## config.mk

```make
export PLATFORM = sky130hd
export DESIGN_NAME = dsw_decoder
export DESIGN_NICKNAME = d
export VERILOG_FILES = /design/src/dsw_pkg.sv /design/src/dsw_hold_timer.sv /design/src/dsw_decoder.sv
export SDC_FILE = /design/constraint.sdc
export NUM_CORES = 1
export LEC_CHECK = 0
export BUFFER_PORTS_ARGS = -buffer_cell sky130_fd_sc_hd__buf_2
export CORE_MARGIN = 1
export CORE_UTILIZATION = 50
export CTS_CLUSTER_SIZE = 14
export DETAILED_ROUTE_END_ITERATION = 6
export GPL_ROUTABILITY_DRIVEN = 0
export HOLD_SLACK_MARGIN = 0.15
export PLACE_DENSITY = 0.81
export SLEW_MARGIN = 20
export SYNTH_ARGS = -nofsm -noshare
export SYNTH_HDL_FRONTEND = slang
export SYNTH_HIERARCHICAL = 1
export SYNTH_SLANG_ARGS = --single-unit
```

## constraint.sdc

```tcl
create_clock -name sys_clk -period 2.7 [get_ports sys_clk]
set_input_delay 0.27 -clock sys_clk [delete_from_list [all_inputs] [get_ports sys_clk]]
set_output_delay 0.27 -clock sys_clk [all_outputs]
set_load 0.02 [all_outputs]
```

## src/dsw_pkg.sv

```systemverilog
// package for the device setup word decoder
`default_nettype none
package dsw_pkg;
  localparam logic [13:0] SETUP_WORD_ADDR = 14'h2007;
  localparam logic [13:0] SPECIAL_SPACE_LO = 14'h2000;
  localparam logic [13:0] SPECIAL_SPACE_HI = 14'h3fff;
  localparam int SETUP_WORD_W = 14;
  localparam logic [13:0] SETUP_WORD_RESET = 14'h31ff;
  localparam logic [13:0] SETUP_IMPL_MASK = 14'h31ff;
  localparam int BG_HI = 13;
  localparam int BG_LO = 12;
  localparam int DATA_PROT_BIT = 8;
  localparam int PROG_PROT_BIT = 7;
  localparam int BROWNOUT_BIT = 6;
  localparam int RESET_PIN_BIT = 5;
  localparam int POWERUP_TIMER_BIT = 4;
  localparam int WATCHDOG_BIT = 3;
  localparam int CLKSEL_HI = 2;
  localparam int CLKSEL_LO = 0;
  localparam int SYS_CLK_MHZ = 125;
  localparam int POWERUP_TIMER_MS = 72;
  localparam int POWERUP_TIMER_CYCLES = POWERUP_TIMER_MS * 1000 * SYS_CLK_MHZ;
  localparam int OST_CYCLES_DEFAULT = 1024;
  localparam int EE_DEPTH_DEFAULT = 128;
  localparam int PM_DEPTH_DEFAULT = 1024;

  typedef enum logic [2:0] {
    CLK_LOW_POWER_XTAL = 3'b000,
    CLK_STD_XTAL = 3'b001,
    CLK_HIGH_SPEED_XTAL = 3'b010,
    CLK_EXTERNAL = 3'b011,
    CLK_INTERNAL_OSCILLATOR_IO = 3'b100,
    CLK_INTERNAL_OSCILLATOR_CLKOUT = 3'b101,
    CLK_RC_IO = 3'b110,
    CLK_RC_CLKOUT = 3'b111
  } dsw_clksel_t;

  typedef struct packed {
    logic [1:0] bandgapTrim;
    logic dataProtect;
    logic progProtect;
    logic brownoutDetectEn;
    logic resetPinIsReset;
    logic powerupTimerEn;
    logic watchdogEn;
    dsw_clksel_t clockSourceSelect;
  } dsw_ctrl_t;

  typedef struct packed {
    logic crystalMode;
    logic intOscMode;
    logic rcMode;
    logic extClockIn;
    logic clockOutEn;
    logic clockInPinIsIo;
    logic clockOutPinIsIo;
  } dsw_clk_t;
endpackage
`default_nettype wire

```

## src/dsw_hold_timer.sv

```systemverilog
// down-counting reset hold timer, busy while counting
`default_nettype none
module dsw_hold_timer #(
  parameter int COUNT = 16
) (
  input wire logic sys_clk,
  input wire logic rst,
  input wire logic start,
  output logic busy
);
  localparam int CW = $clog2(COUNT + 1);
  logic [CW-1:0] cnt_q, cnt_d;

  always_comb begin
    cnt_d = cnt_q;
    if (start) begin
      cnt_d = CW'(COUNT);
    end else if (cnt_q != '0) begin
      cnt_d = cnt_q - CW'(1);
    end
  end

  always_ff @(posedge sys_clk) begin
    if (rst) begin
      cnt_q <= '0;
    end else begin
      cnt_q <= cnt_d;
    end
  end

  assign busy = (cnt_q != '0);
endmodule // dsw_hold_timer
`default_nettype wire

```

## src/dsw_decoder.sv

```systemverilog
// device setup word decoder: latches, decodes and applies the setup word
// Notes on behaviour
// RULE1: programmed bit reads 0, unprogrammed 1; fields decoded with that polarity.
// RULE2: setup word sits at 2007h, reachable only while programming.
// RULE3: bits 13-12 trim bandgap; 00 lowest, 11 highest.
// RULE4: bit 8 low enables data memory read-out protection.
// RULE5: processor data EEPROM access unaffected by data protection.
// RULE6: turning data protection off erases the whole data EEPROM first.
// RULE7: bit 7 low enables program memory read-out protection.
// RULE8: turning program protection off erases all program memory, calibration too.
// RULE9: bit 6 high enables brown-out detect; it does not enable power-up timer.
// RULE10: bit 5 high makes shared pin the reset input; low makes it I/O.
// RULE11: external reset in internal or RC modes stops the internal oscillator.
// RULE12: bit 4 low enables the power-up timer.
// RULE13: power-up timer holds reset 72 ms, only after power-up.
// RULE14: bit 3 high enables watchdog, which runs from its own oscillator.
// RULE15: codes 111/110 pick RC with clock output or I/O.
// RULE16: codes 101/100 pick internal oscillator with clock output or I/O.
// RULE17: 011 external clock; 010, 001, 000 the three crystal modes.
// RULE18: in crystal modes start-up timer holds reset until oscillator settles.
// RULE19: brown-out with detect enabled resets device for at least 72 ms.
// RULE20: crystal modes also accept an external clock on the input pin.
// RULE21: sleep ends on external reset, watchdog wake-up or interrupt.
// RULE22: setup controls latched during reset, constant until reprogrammed.
`default_nettype none
module dsw_decoder #(
  parameter int POWERUP_TIMER_COUNT = dsw_pkg::POWERUP_TIMER_CYCLES,
  parameter int OST_COUNT = dsw_pkg::OST_CYCLES_DEFAULT,
  parameter int BOD_COUNT = dsw_pkg::POWERUP_TIMER_CYCLES
) (
  input wire logic sys_clk,
  input wire logic rst,
  // programmer port, active only in programming mode
  input wire logic progMode,
  input wire logic progWrite,
  input wire logic [13:0] progAddr,
  input wire logic [13:0] progWrData,
  output logic [13:0] progRdData,
  // non-volatile copy of the word
  input wire logic [13:0] nvSetupWord,
  output logic nvWriteStrobe,
  output logic [13:0] nvWriteData,
  // events from the rest of the device
  input wire logic powerOnEvent,
  input wire logic brownoutEvent,
  input wire logic resetPinIn,
  input wire logic watchdogWake,
  input wire logic interruptWake,
  input wire logic sleepRequest,
  input wire logic dataEraseDone,
  input wire logic progEraseDone,
  // decoded controls
  output dsw_pkg::dsw_ctrl_t setupCtrl,
  output dsw_pkg::dsw_clk_t clkCtrl,
  output logic externalResetActive,
  output logic internalOscStop,
  output logic deviceResetHold,
  output logic dataReadoutBlock,
  output logic progReadoutBlock,
  output logic dataEraseReq,
  output logic progEraseReq,
  output logic watchdogOwnOscEn,
  output logic sleeping
);
  // reset pin, brown-out and interrupt inputs are double flopped
  logic [1:0] pinSync_q;
  logic [1:0] brownSync_q;
  logic [1:0] wakeSync_q;
  logic resetPin, brownout, wakeIrq;
  logic [13:0] word_q, word_d;
  logic dataProt_q, dataProt_d, progProt_q, progProt_d;
  logic dataErase_q, dataErase_d, progErase_q, progErase_d;
  logic sleep_q, sleep_d;
  logic nvStb_q, nvStb_d;
  logic [13:0] nvData_q, nvData_d;
  logic [13:0] rdData_q, rdData_d;
  logic porStart_q, porStart_d;
  logic brownPrev_q, brownPrev_d;
  logic pwrtBusy, ostBusy, bodBusy;
  logic isCrystal, isIntOrRc, progAccess;
  dsw_pkg::dsw_clksel_t clkSel;

  always_ff @(posedge sys_clk) begin
    if (rst) begin
      pinSync_q <= 2'h3;
      brownSync_q <= 2'h0;
      wakeSync_q <= 2'h0;
    end else begin
      pinSync_q <= {pinSync_q[0], resetPinIn};
      brownSync_q <= {brownSync_q[0], brownoutEvent};
      wakeSync_q <= {wakeSync_q[0], interruptWake};
    end
  end
  assign resetPin = pinSync_q[1];
  assign brownout = brownSync_q[1];
  assign wakeIrq = wakeSync_q[1];

  // setup word location check
  assign progAccess = progMode && (progAddr == dsw_pkg::SETUP_WORD_ADDR); // [RULE2]

  // live word: loaded during reset, else only changed by the programmer
  always_comb begin
    word_d = word_q;
    nvStb_d = 1'b0;
    nvData_d = nvData_q;
    rdData_d = rdData_q;
    if (rst) begin
      word_d = nvSetupWord & dsw_pkg::SETUP_IMPL_MASK; // [RULE22]
    end else if (progAccess) begin // [RULE2]
      rdData_d = word_q;
      if (progWrite) begin
        word_d = progWrData & dsw_pkg::SETUP_IMPL_MASK;
        nvStb_d = 1'b1;
        nvData_d = progWrData & dsw_pkg::SETUP_IMPL_MASK;
      end
    end
  end

  // protection state: enabling is immediate; release waits for erase
  always_comb begin
    dataProt_d = dataProt_q;
    progProt_d = progProt_q;
    dataErase_d = dataErase_q;
    progErase_d = progErase_q;
    if (rst) begin
      dataProt_d = ~nvSetupWord[dsw_pkg::DATA_PROT_BIT]; // [RULE4]
      progProt_d = ~nvSetupWord[dsw_pkg::PROG_PROT_BIT]; // [RULE7]
      dataErase_d = 1'b0;
      progErase_d = 1'b0;
    end else begin
      // follow the incoming word so protection moves with the store strobe
      if (!word_d[dsw_pkg::DATA_PROT_BIT] && !dataErase_q) begin
        dataProt_d = 1'b1; // [RULE4]
      end else if (word_d[dsw_pkg::DATA_PROT_BIT] && dataProt_q && !dataErase_q) begin
        dataErase_d = 1'b1; // [RULE6]
      end else if (dataErase_q && dataEraseDone) begin
        dataErase_d = 1'b0;
        dataProt_d = ~word_d[dsw_pkg::DATA_PROT_BIT]; // [RULE6]
      end
      if (!word_d[dsw_pkg::PROG_PROT_BIT] && !progErase_q) begin
        progProt_d = 1'b1; // [RULE7]
      end else if (word_d[dsw_pkg::PROG_PROT_BIT] && progProt_q && !progErase_q) begin
        progErase_d = 1'b1; // [RULE8]
      end else if (progErase_q && progEraseDone) begin
        progErase_d = 1'b0;
        progProt_d = ~word_d[dsw_pkg::PROG_PROT_BIT]; // [RULE8]
      end
    end
  end

  // power-on start pulse and one-cycle delayed brown-out level
  always_comb begin
    porStart_d = powerOnEvent;
    brownPrev_d = brownout;
  end

  // sleep: wake on external reset, watchdog wake-up or interrupt
  // a wake event beats a sleep request in the same cycle, so no wake is lost
  always_comb begin
    sleep_d = sleep_q;
    if (externalResetActive || watchdogWake || wakeIrq) begin // [RULE21]
      sleep_d = 1'b0;
    end else if (sleepRequest) begin
      sleep_d = 1'b1;
    end
  end

  // no reset branch: the word reloads from storage on every clock edge while rst is high
  always_ff @(posedge sys_clk) begin
    word_q <= word_d;
  end

  always_ff @(posedge sys_clk) begin
    dataProt_q <= dataProt_d;
    progProt_q <= progProt_d;
    dataErase_q <= dataErase_d;
    progErase_q <= progErase_d;
  end

  always_ff @(posedge sys_clk) begin
    if (rst) begin
      nvStb_q <= 1'b0;
      nvData_q <= '0;
      rdData_q <= '0;
    end else begin
      nvStb_q <= nvStb_d;
      nvData_q <= nvData_d;
      rdData_q <= rdData_d;
    end
  end

  always_ff @(posedge sys_clk) begin
    if (rst) begin
      sleep_q <= 1'b0;
    end else begin
      sleep_q <= sleep_d;
    end
  end

  always_ff @(posedge sys_clk) begin
    if (rst) begin
      porStart_q <= 1'b0;
      brownPrev_q <= 1'b0;
    end else begin
      porStart_q <= porStart_d;
      brownPrev_q <= brownPrev_d;
    end
  end

  // field decode, programmed bit reads 0
  assign clkSel = dsw_pkg::dsw_clksel_t'(word_q[dsw_pkg::CLKSEL_HI:dsw_pkg::CLKSEL_LO]);
  always_comb begin
    setupCtrl.bandgapTrim = word_q[dsw_pkg::BG_HI:dsw_pkg::BG_LO]; // [RULE3] [RULE1]
    setupCtrl.dataProtect = dataProt_q; // [RULE4]
    setupCtrl.progProtect = progProt_q; // [RULE7]
    setupCtrl.brownoutDetectEn = word_q[dsw_pkg::BROWNOUT_BIT]; // [RULE9]
    setupCtrl.resetPinIsReset = word_q[dsw_pkg::RESET_PIN_BIT]; // [RULE10]
    setupCtrl.powerupTimerEn = ~word_q[dsw_pkg::POWERUP_TIMER_BIT]; // [RULE12] [RULE1]
    setupCtrl.watchdogEn = word_q[dsw_pkg::WATCHDOG_BIT]; // [RULE14]
    setupCtrl.clockSourceSelect = clkSel;
  end

  always_comb begin
    clkCtrl = '0;
    unique case (clkSel)
      dsw_pkg::CLK_RC_CLKOUT: begin
        clkCtrl.rcMode = 1'b1;
        clkCtrl.clockOutEn = 1'b1; // [RULE15]
      end
      dsw_pkg::CLK_RC_IO: begin
        clkCtrl.rcMode = 1'b1;
        clkCtrl.clockOutPinIsIo = 1'b1; // [RULE15]
      end
      dsw_pkg::CLK_INTERNAL_OSCILLATOR_CLKOUT: begin
        clkCtrl.intOscMode = 1'b1;
        clkCtrl.clockOutEn = 1'b1;
        clkCtrl.clockInPinIsIo = 1'b1; // [RULE16]
      end
      dsw_pkg::CLK_INTERNAL_OSCILLATOR_IO: begin
        clkCtrl.intOscMode = 1'b1;
        clkCtrl.clockInPinIsIo = 1'b1;
        clkCtrl.clockOutPinIsIo = 1'b1; // [RULE16]
      end
      dsw_pkg::CLK_EXTERNAL: begin
        clkCtrl.extClockIn = 1'b1;
        clkCtrl.clockOutPinIsIo = 1'b1; // [RULE17]
      end
      dsw_pkg::CLK_HIGH_SPEED_XTAL, dsw_pkg::CLK_STD_XTAL,
      dsw_pkg::CLK_LOW_POWER_XTAL: begin
        clkCtrl.crystalMode = 1'b1; // [RULE17]
        clkCtrl.extClockIn = 1'b1; // [RULE20]
      end
    endcase
  end

  assign isCrystal = clkCtrl.crystalMode;
  assign isIntOrRc = clkCtrl.intOscMode | clkCtrl.rcMode;

  // pin as I/O keeps the external reset inactive
  assign externalResetActive = setupCtrl.resetPinIsReset & ~resetPin; // [RULE10]
  assign internalOscStop = externalResetActive & isIntOrRc; // [RULE11]

  // power-up timer armed only by power-on, never by brown-out alone
  dsw_hold_timer #(.COUNT(POWERUP_TIMER_COUNT)) u_powerup_timer (
    .sys_clk(sys_clk),
    .rst(rst),
    .start(porStart_q & setupCtrl.powerupTimerEn), // [RULE13] [RULE9]
    .busy(pwrtBusy)
  );

  dsw_hold_timer #(.COUNT(OST_COUNT)) u_ost (
    .sys_clk(sys_clk),
    .rst(rst),
    .start(porStart_q & isCrystal), // [RULE18]
    .busy(ostBusy)
  );

  // brown-out reset stretched by its own counter
  dsw_hold_timer #(.COUNT(BOD_COUNT)) u_bod (
    .sys_clk(sys_clk),
    .rst(rst),
    .start(brownout & setupCtrl.brownoutDetectEn), // [RULE19]
    .busy(bodBusy)
  );

  assign deviceResetHold = pwrtBusy | (ostBusy & isCrystal) | bodBusy |
                           externalResetActive | porStart_q |
                           (brownPrev_q & setupCtrl.brownoutDetectEn); // [RULE18] [RULE19]

  // only external read-out is blocked; core access paths are untouched
  assign dataReadoutBlock = dataProt_q; // [RULE5]
  assign progReadoutBlock = progProt_q;
  assign dataEraseReq = dataErase_q; // [RULE6]
  assign progEraseReq = progErase_q; // [RULE8]
  assign watchdogOwnOscEn = setupCtrl.watchdogEn; // [RULE14]
  assign sleeping = sleep_q;
  assign nvWriteStrobe = nvStb_q;
  assign nvWriteData = nvData_q;
  assign progRdData = rdData_q;
endmodule // dsw_decoder
`default_nettype wire

```

==> flow_metrics.py <==
metrics = {
    "placed_design": {
        "post-place-ws_ns": 0.288,
        "io_buffers": 97,
        "hpwl_um": 8490,
    },
    "sta": {
        "setup_viol": 0,
        "fin_skew_ns": 0.0149,
        "setup_ws_ns": 0.131,
        "tns_ns": 0,
        "max_slew_margin": 0.565,
        "max_slew.worst_pin.slew_ns": 0.647,
        "hold_viol": 0,
        "layout_worst_path_cycle_share": 0.952,
        "period_needed_ns": 2.57,
        "drv_slew": 0,
        "rsz0062_at_grt": "false",
        "max_freq_mhz": 389,
    },
    "final_layout": {
        "multi_input_area_sq_mm": 0.00250,
        "regArea_sq_mm": 0.00223,
        "area_growth_syn_to_layout_pct": 16.6,
        "nets": 724,
        "post-route-util": 0.601,
        "antenna-diode-count": 0,
        "fillCellCount": 865,
        "drive_gt1_frac": 0.238,
    },
    "worst_setup_path": {
        "arrival_ns": 2.30,
        "end_kind": "output port",
        "required_ns": 2.43,
        "startpoint": "u_powerup_timer/cnt_q[12]",
        "crit_type": "flip-flop to output port",
        "crit_slowest_cell": "or4_4",
        "crit_fanout": 8,
        "r2r-start": "u_bod/cnt_q[0]",
        "crit_chain": "or4_4 > or3_4 > nor2_2 > inv_1 > nor3_2 > nand3_1 > buf_2",
        "worstSetupStartpointType": "flip-flop",
        "crit_buf_inv": 2,
        "path_delay_family": "simple AND/OR/NAND/NOR gates",
        "max_stage_delay_ns": 0.58,
    },
    "cts": {
        "insertion_delay_ns": 0.38,
        "cts_tree": "built",
        "cts_made_buffers": 9,
        "clkSinkCount": 106,
        "cts_buffer_depth": 2,
        "clkTransAtPathRegs_ns": 0.10,
        "postCtsSetupBuffers": 0,
        "cts_root_buf": "clkbuf_8",
        "h-tree-depth": 3,
    },
    "power": {
        "power_density_mw_per_mm2": 1130,
        "pwr-share-seq": 0.367,
        "p_int_mw": 3.87,
        "p_sw_frac": 0.414,
        "power_frac_comb": 0.469,
        "power_mw": 6.60,
        "switchingPower_mw": 2.73,
        "peakVddDrop_mv": 0.642,
        "clockPowerShare": 0.165,
        "p_leak_nw": 2.38,
    },
    "drt": {
        "via_per_inst": 5.56,
        "wl_per_cell_um": 14.9,
        "dr.first_iter.drc_count": 229,
        "via_count": 4463,
        "firstDrtPassIters": 5,
        "ant_nets": 0,
        "wirelength_um": 11900,
        "drc_errors": 0,
    },
    "global_routing": {
        "grt_start_max_net_pins": 46,
        "grt_use_total": 0.235,
        "grt_pass1_vias": 4129,
        "gr-total-overflow": 0,
        "antenna_found_initial": 0,
        "grt_first_pass_wirelength_um": 19200,
    },
    "logic_synthesis": {
        "synth.yosys.seq_area_share": 0.445,
        "synthFlopType": "dfxtp_1",
        "synth_edf_count": 11,
        "synth-warning-count": 6,
        "ys_async_sr_fraction": 0,
        "syn_inst": 575,
        "synth-seq-cells": 106,
        "synth_area_sq_mm": 0.00502,
        "syn_area_per_cell_sq_um": 8.73,
        "yosysUniqueCellTypes": 65,
    },
    "run": {
        "max_cap_violations": 0,
    },
    "status": {
        "outcome": "finished, final reports clean",
    },
    "hold_path": {
        "hold_class": "input port to flip-flop",
        "min-delay-start": "progWrData[5]",
    },
    "floorplan": {
        "rows": 36,
        "die_area_sq_mm": 0.0104,
        "die_y_um": 102,
        "die-width_um": 102,
        "core_area_sq_mm": 0.00973,
        "start_util": 0.516,
        "ios": 110,
    },
}
final timing paths:
check	endpoint	slack, ns	cells after the start
setup / recovery	deviceResetHold	0.13	7
hold / removal	nvWriteData[5]	0.17	3
setup reg to reg	u_bod/cnt_q[19]	0.36	8
hold reg to reg	sleeping	0.40	1
per-stage QoR:
stage | cells | area [sq um] | hold WS [ns]
2_1_floorplan | 580 | 5040 | 0.339
3_3_place_gp | 777 | 5510 | 0.390
3_5_place_dp | 777 | 5510 | 0.384
4_1_cts | 802 | 5830 | 0.157
5_1_grt | 802 | 5850 | 0.171
6_report | 802 | 5850 | 0.171
synthesized netlist by cell type (3+ instances only):
master	n	area (sq um)
o21ai_0	39	195
dfxtp_1	95	1900
nand2b_1	7	43.8
nand3_1	16	80.1
nor4b_1	4	35.0
buf_1	3	11.3
nand2_1	48	180
xnor2_1	4	35.0
xor2_1	23	201
edfxtp_1	11	330
o21ai_1	8	40.0
nor3_1	9	45.0
nor2_1	56	210
nor2b_1	8	50.1
or2_2	6	37.5
or3_1	20	125
buf_4	20	150
nor4_1	9	56.3
nand4_1	8	50.1
nor3b_1	3	22.5
and2_1	5	31.3
or3_2	4	30.0
o211ai_1	9	67.6
a21oi_1	48	240
clkbuf_1	17	63.8
inv_1	19	71.3
o31ai_1	5	37.5
a31oi_1	7	43.8
and3_1	3	18.8
ha_1	6	75.1
or4_1	8	60.1
state kept, by name, summed over array words and instances (netlist names), 2 cells and up:
| register | flops |
|---|---|
| brownSync_q | 2 |
| u_ost/cnt_q | 11 |
| u_powerup_timer/cnt_q | 24 |
| progRdData | 11 |
| u_bod/cnt_q | 24 |
| word_q | 11 |
| wakeSync_q | 2 |
| nvWriteData | 11 |
| pinSync_q | 2 |
power groups by stage:
stage / Combinational (mW) / Clock [mW] / Sequential (mW)
finish: 3.09 / 1.09 / 2.42
global route: 3.43 / 1.16 / 2.47
CTS: 3.03 / 1.10 / 2.40
detailed placement: 2.97 / 0 / 2.42
global placement: 2.85 / 0 / 2.39
floorplan: 2.39 / 0 / 2.33
cell usage in the layout (no fill, tap or decap), types with 11 or more instances in the layout:
cell type / synthesis / final
or3_1: 20 / 19
buf_2: 2 / 97
nand3_1: 16 / 16
edfxtp_1: 11 / 11
o21ai_0: 39 / 39
inv_1: 19 / 19
buf_4: 20 / 11
nor2_1: 56 / 55
a21oi_1: 48 / 48
dfxtp_1: 95 / 94
xor2_1: 23 / 23
nand2_1: 48 / 48
cells by family (layout without fill, tap and decap cells):
| group | Yosys count | in the layout | share of synthesized area |
|---|---|---|---|
| adders and majority gates | 6 | 6 | 0.0150 |
| and+or+nand+nor | 234 | 234 | 0.262 |
| buffers and inverters | 64 | 153 | 0.0668 |
| other | 1 | 6 | 0.000747 |
| muxes | 3 | 3 | 0.00648 |
| AOI/OAI and AO/OA | 134 | 134 | 0.157 |
| DFF | 106 | 106 | 0.445 |
| xor gates and xnor gates | 27 | 27 | 0.0471 |
final cells by class:
| type | count | area share |
|---|---|---|
| tap | 133 | 0.0284 |
| sequential | 106 | 0.382 |
| clock buffer | 12 | 0.0248 |
| clock inverter | 4 | 0.0126 |
| timing repair buffer | 117 | 0.112 |
| inverter | 20 | 0.0133 |
| multi-input combinational | 410 | 0.427 |
layer usage:
layer  vias to the layer above  share of wire  track usage
met5                         -              0            0
met1                      2094           0.41        0.279
li1                       2201              -            -
met4                         0          0.018       0.0956
met3                        18          0.057       0.0499
met2                       150           0.51        0.411
repair_timing:
| action | in CTS | in global routing |
|---|---|---|
| pin swaps | 0 | 1 |
| setup endpoints to repair | 1 | 1 |
| hold buffers | 9 | 0 |
| hold endpoints to repair | 9 | 0 |
| gates resized for setup | 2 | 5 |
tightest hold or removal path, cell delays in order:
cell and delay, ns:
buf_2 0.09, nand3_1 0.08, a21oi_1 0.06
Power figures use the tool's default switching activity.
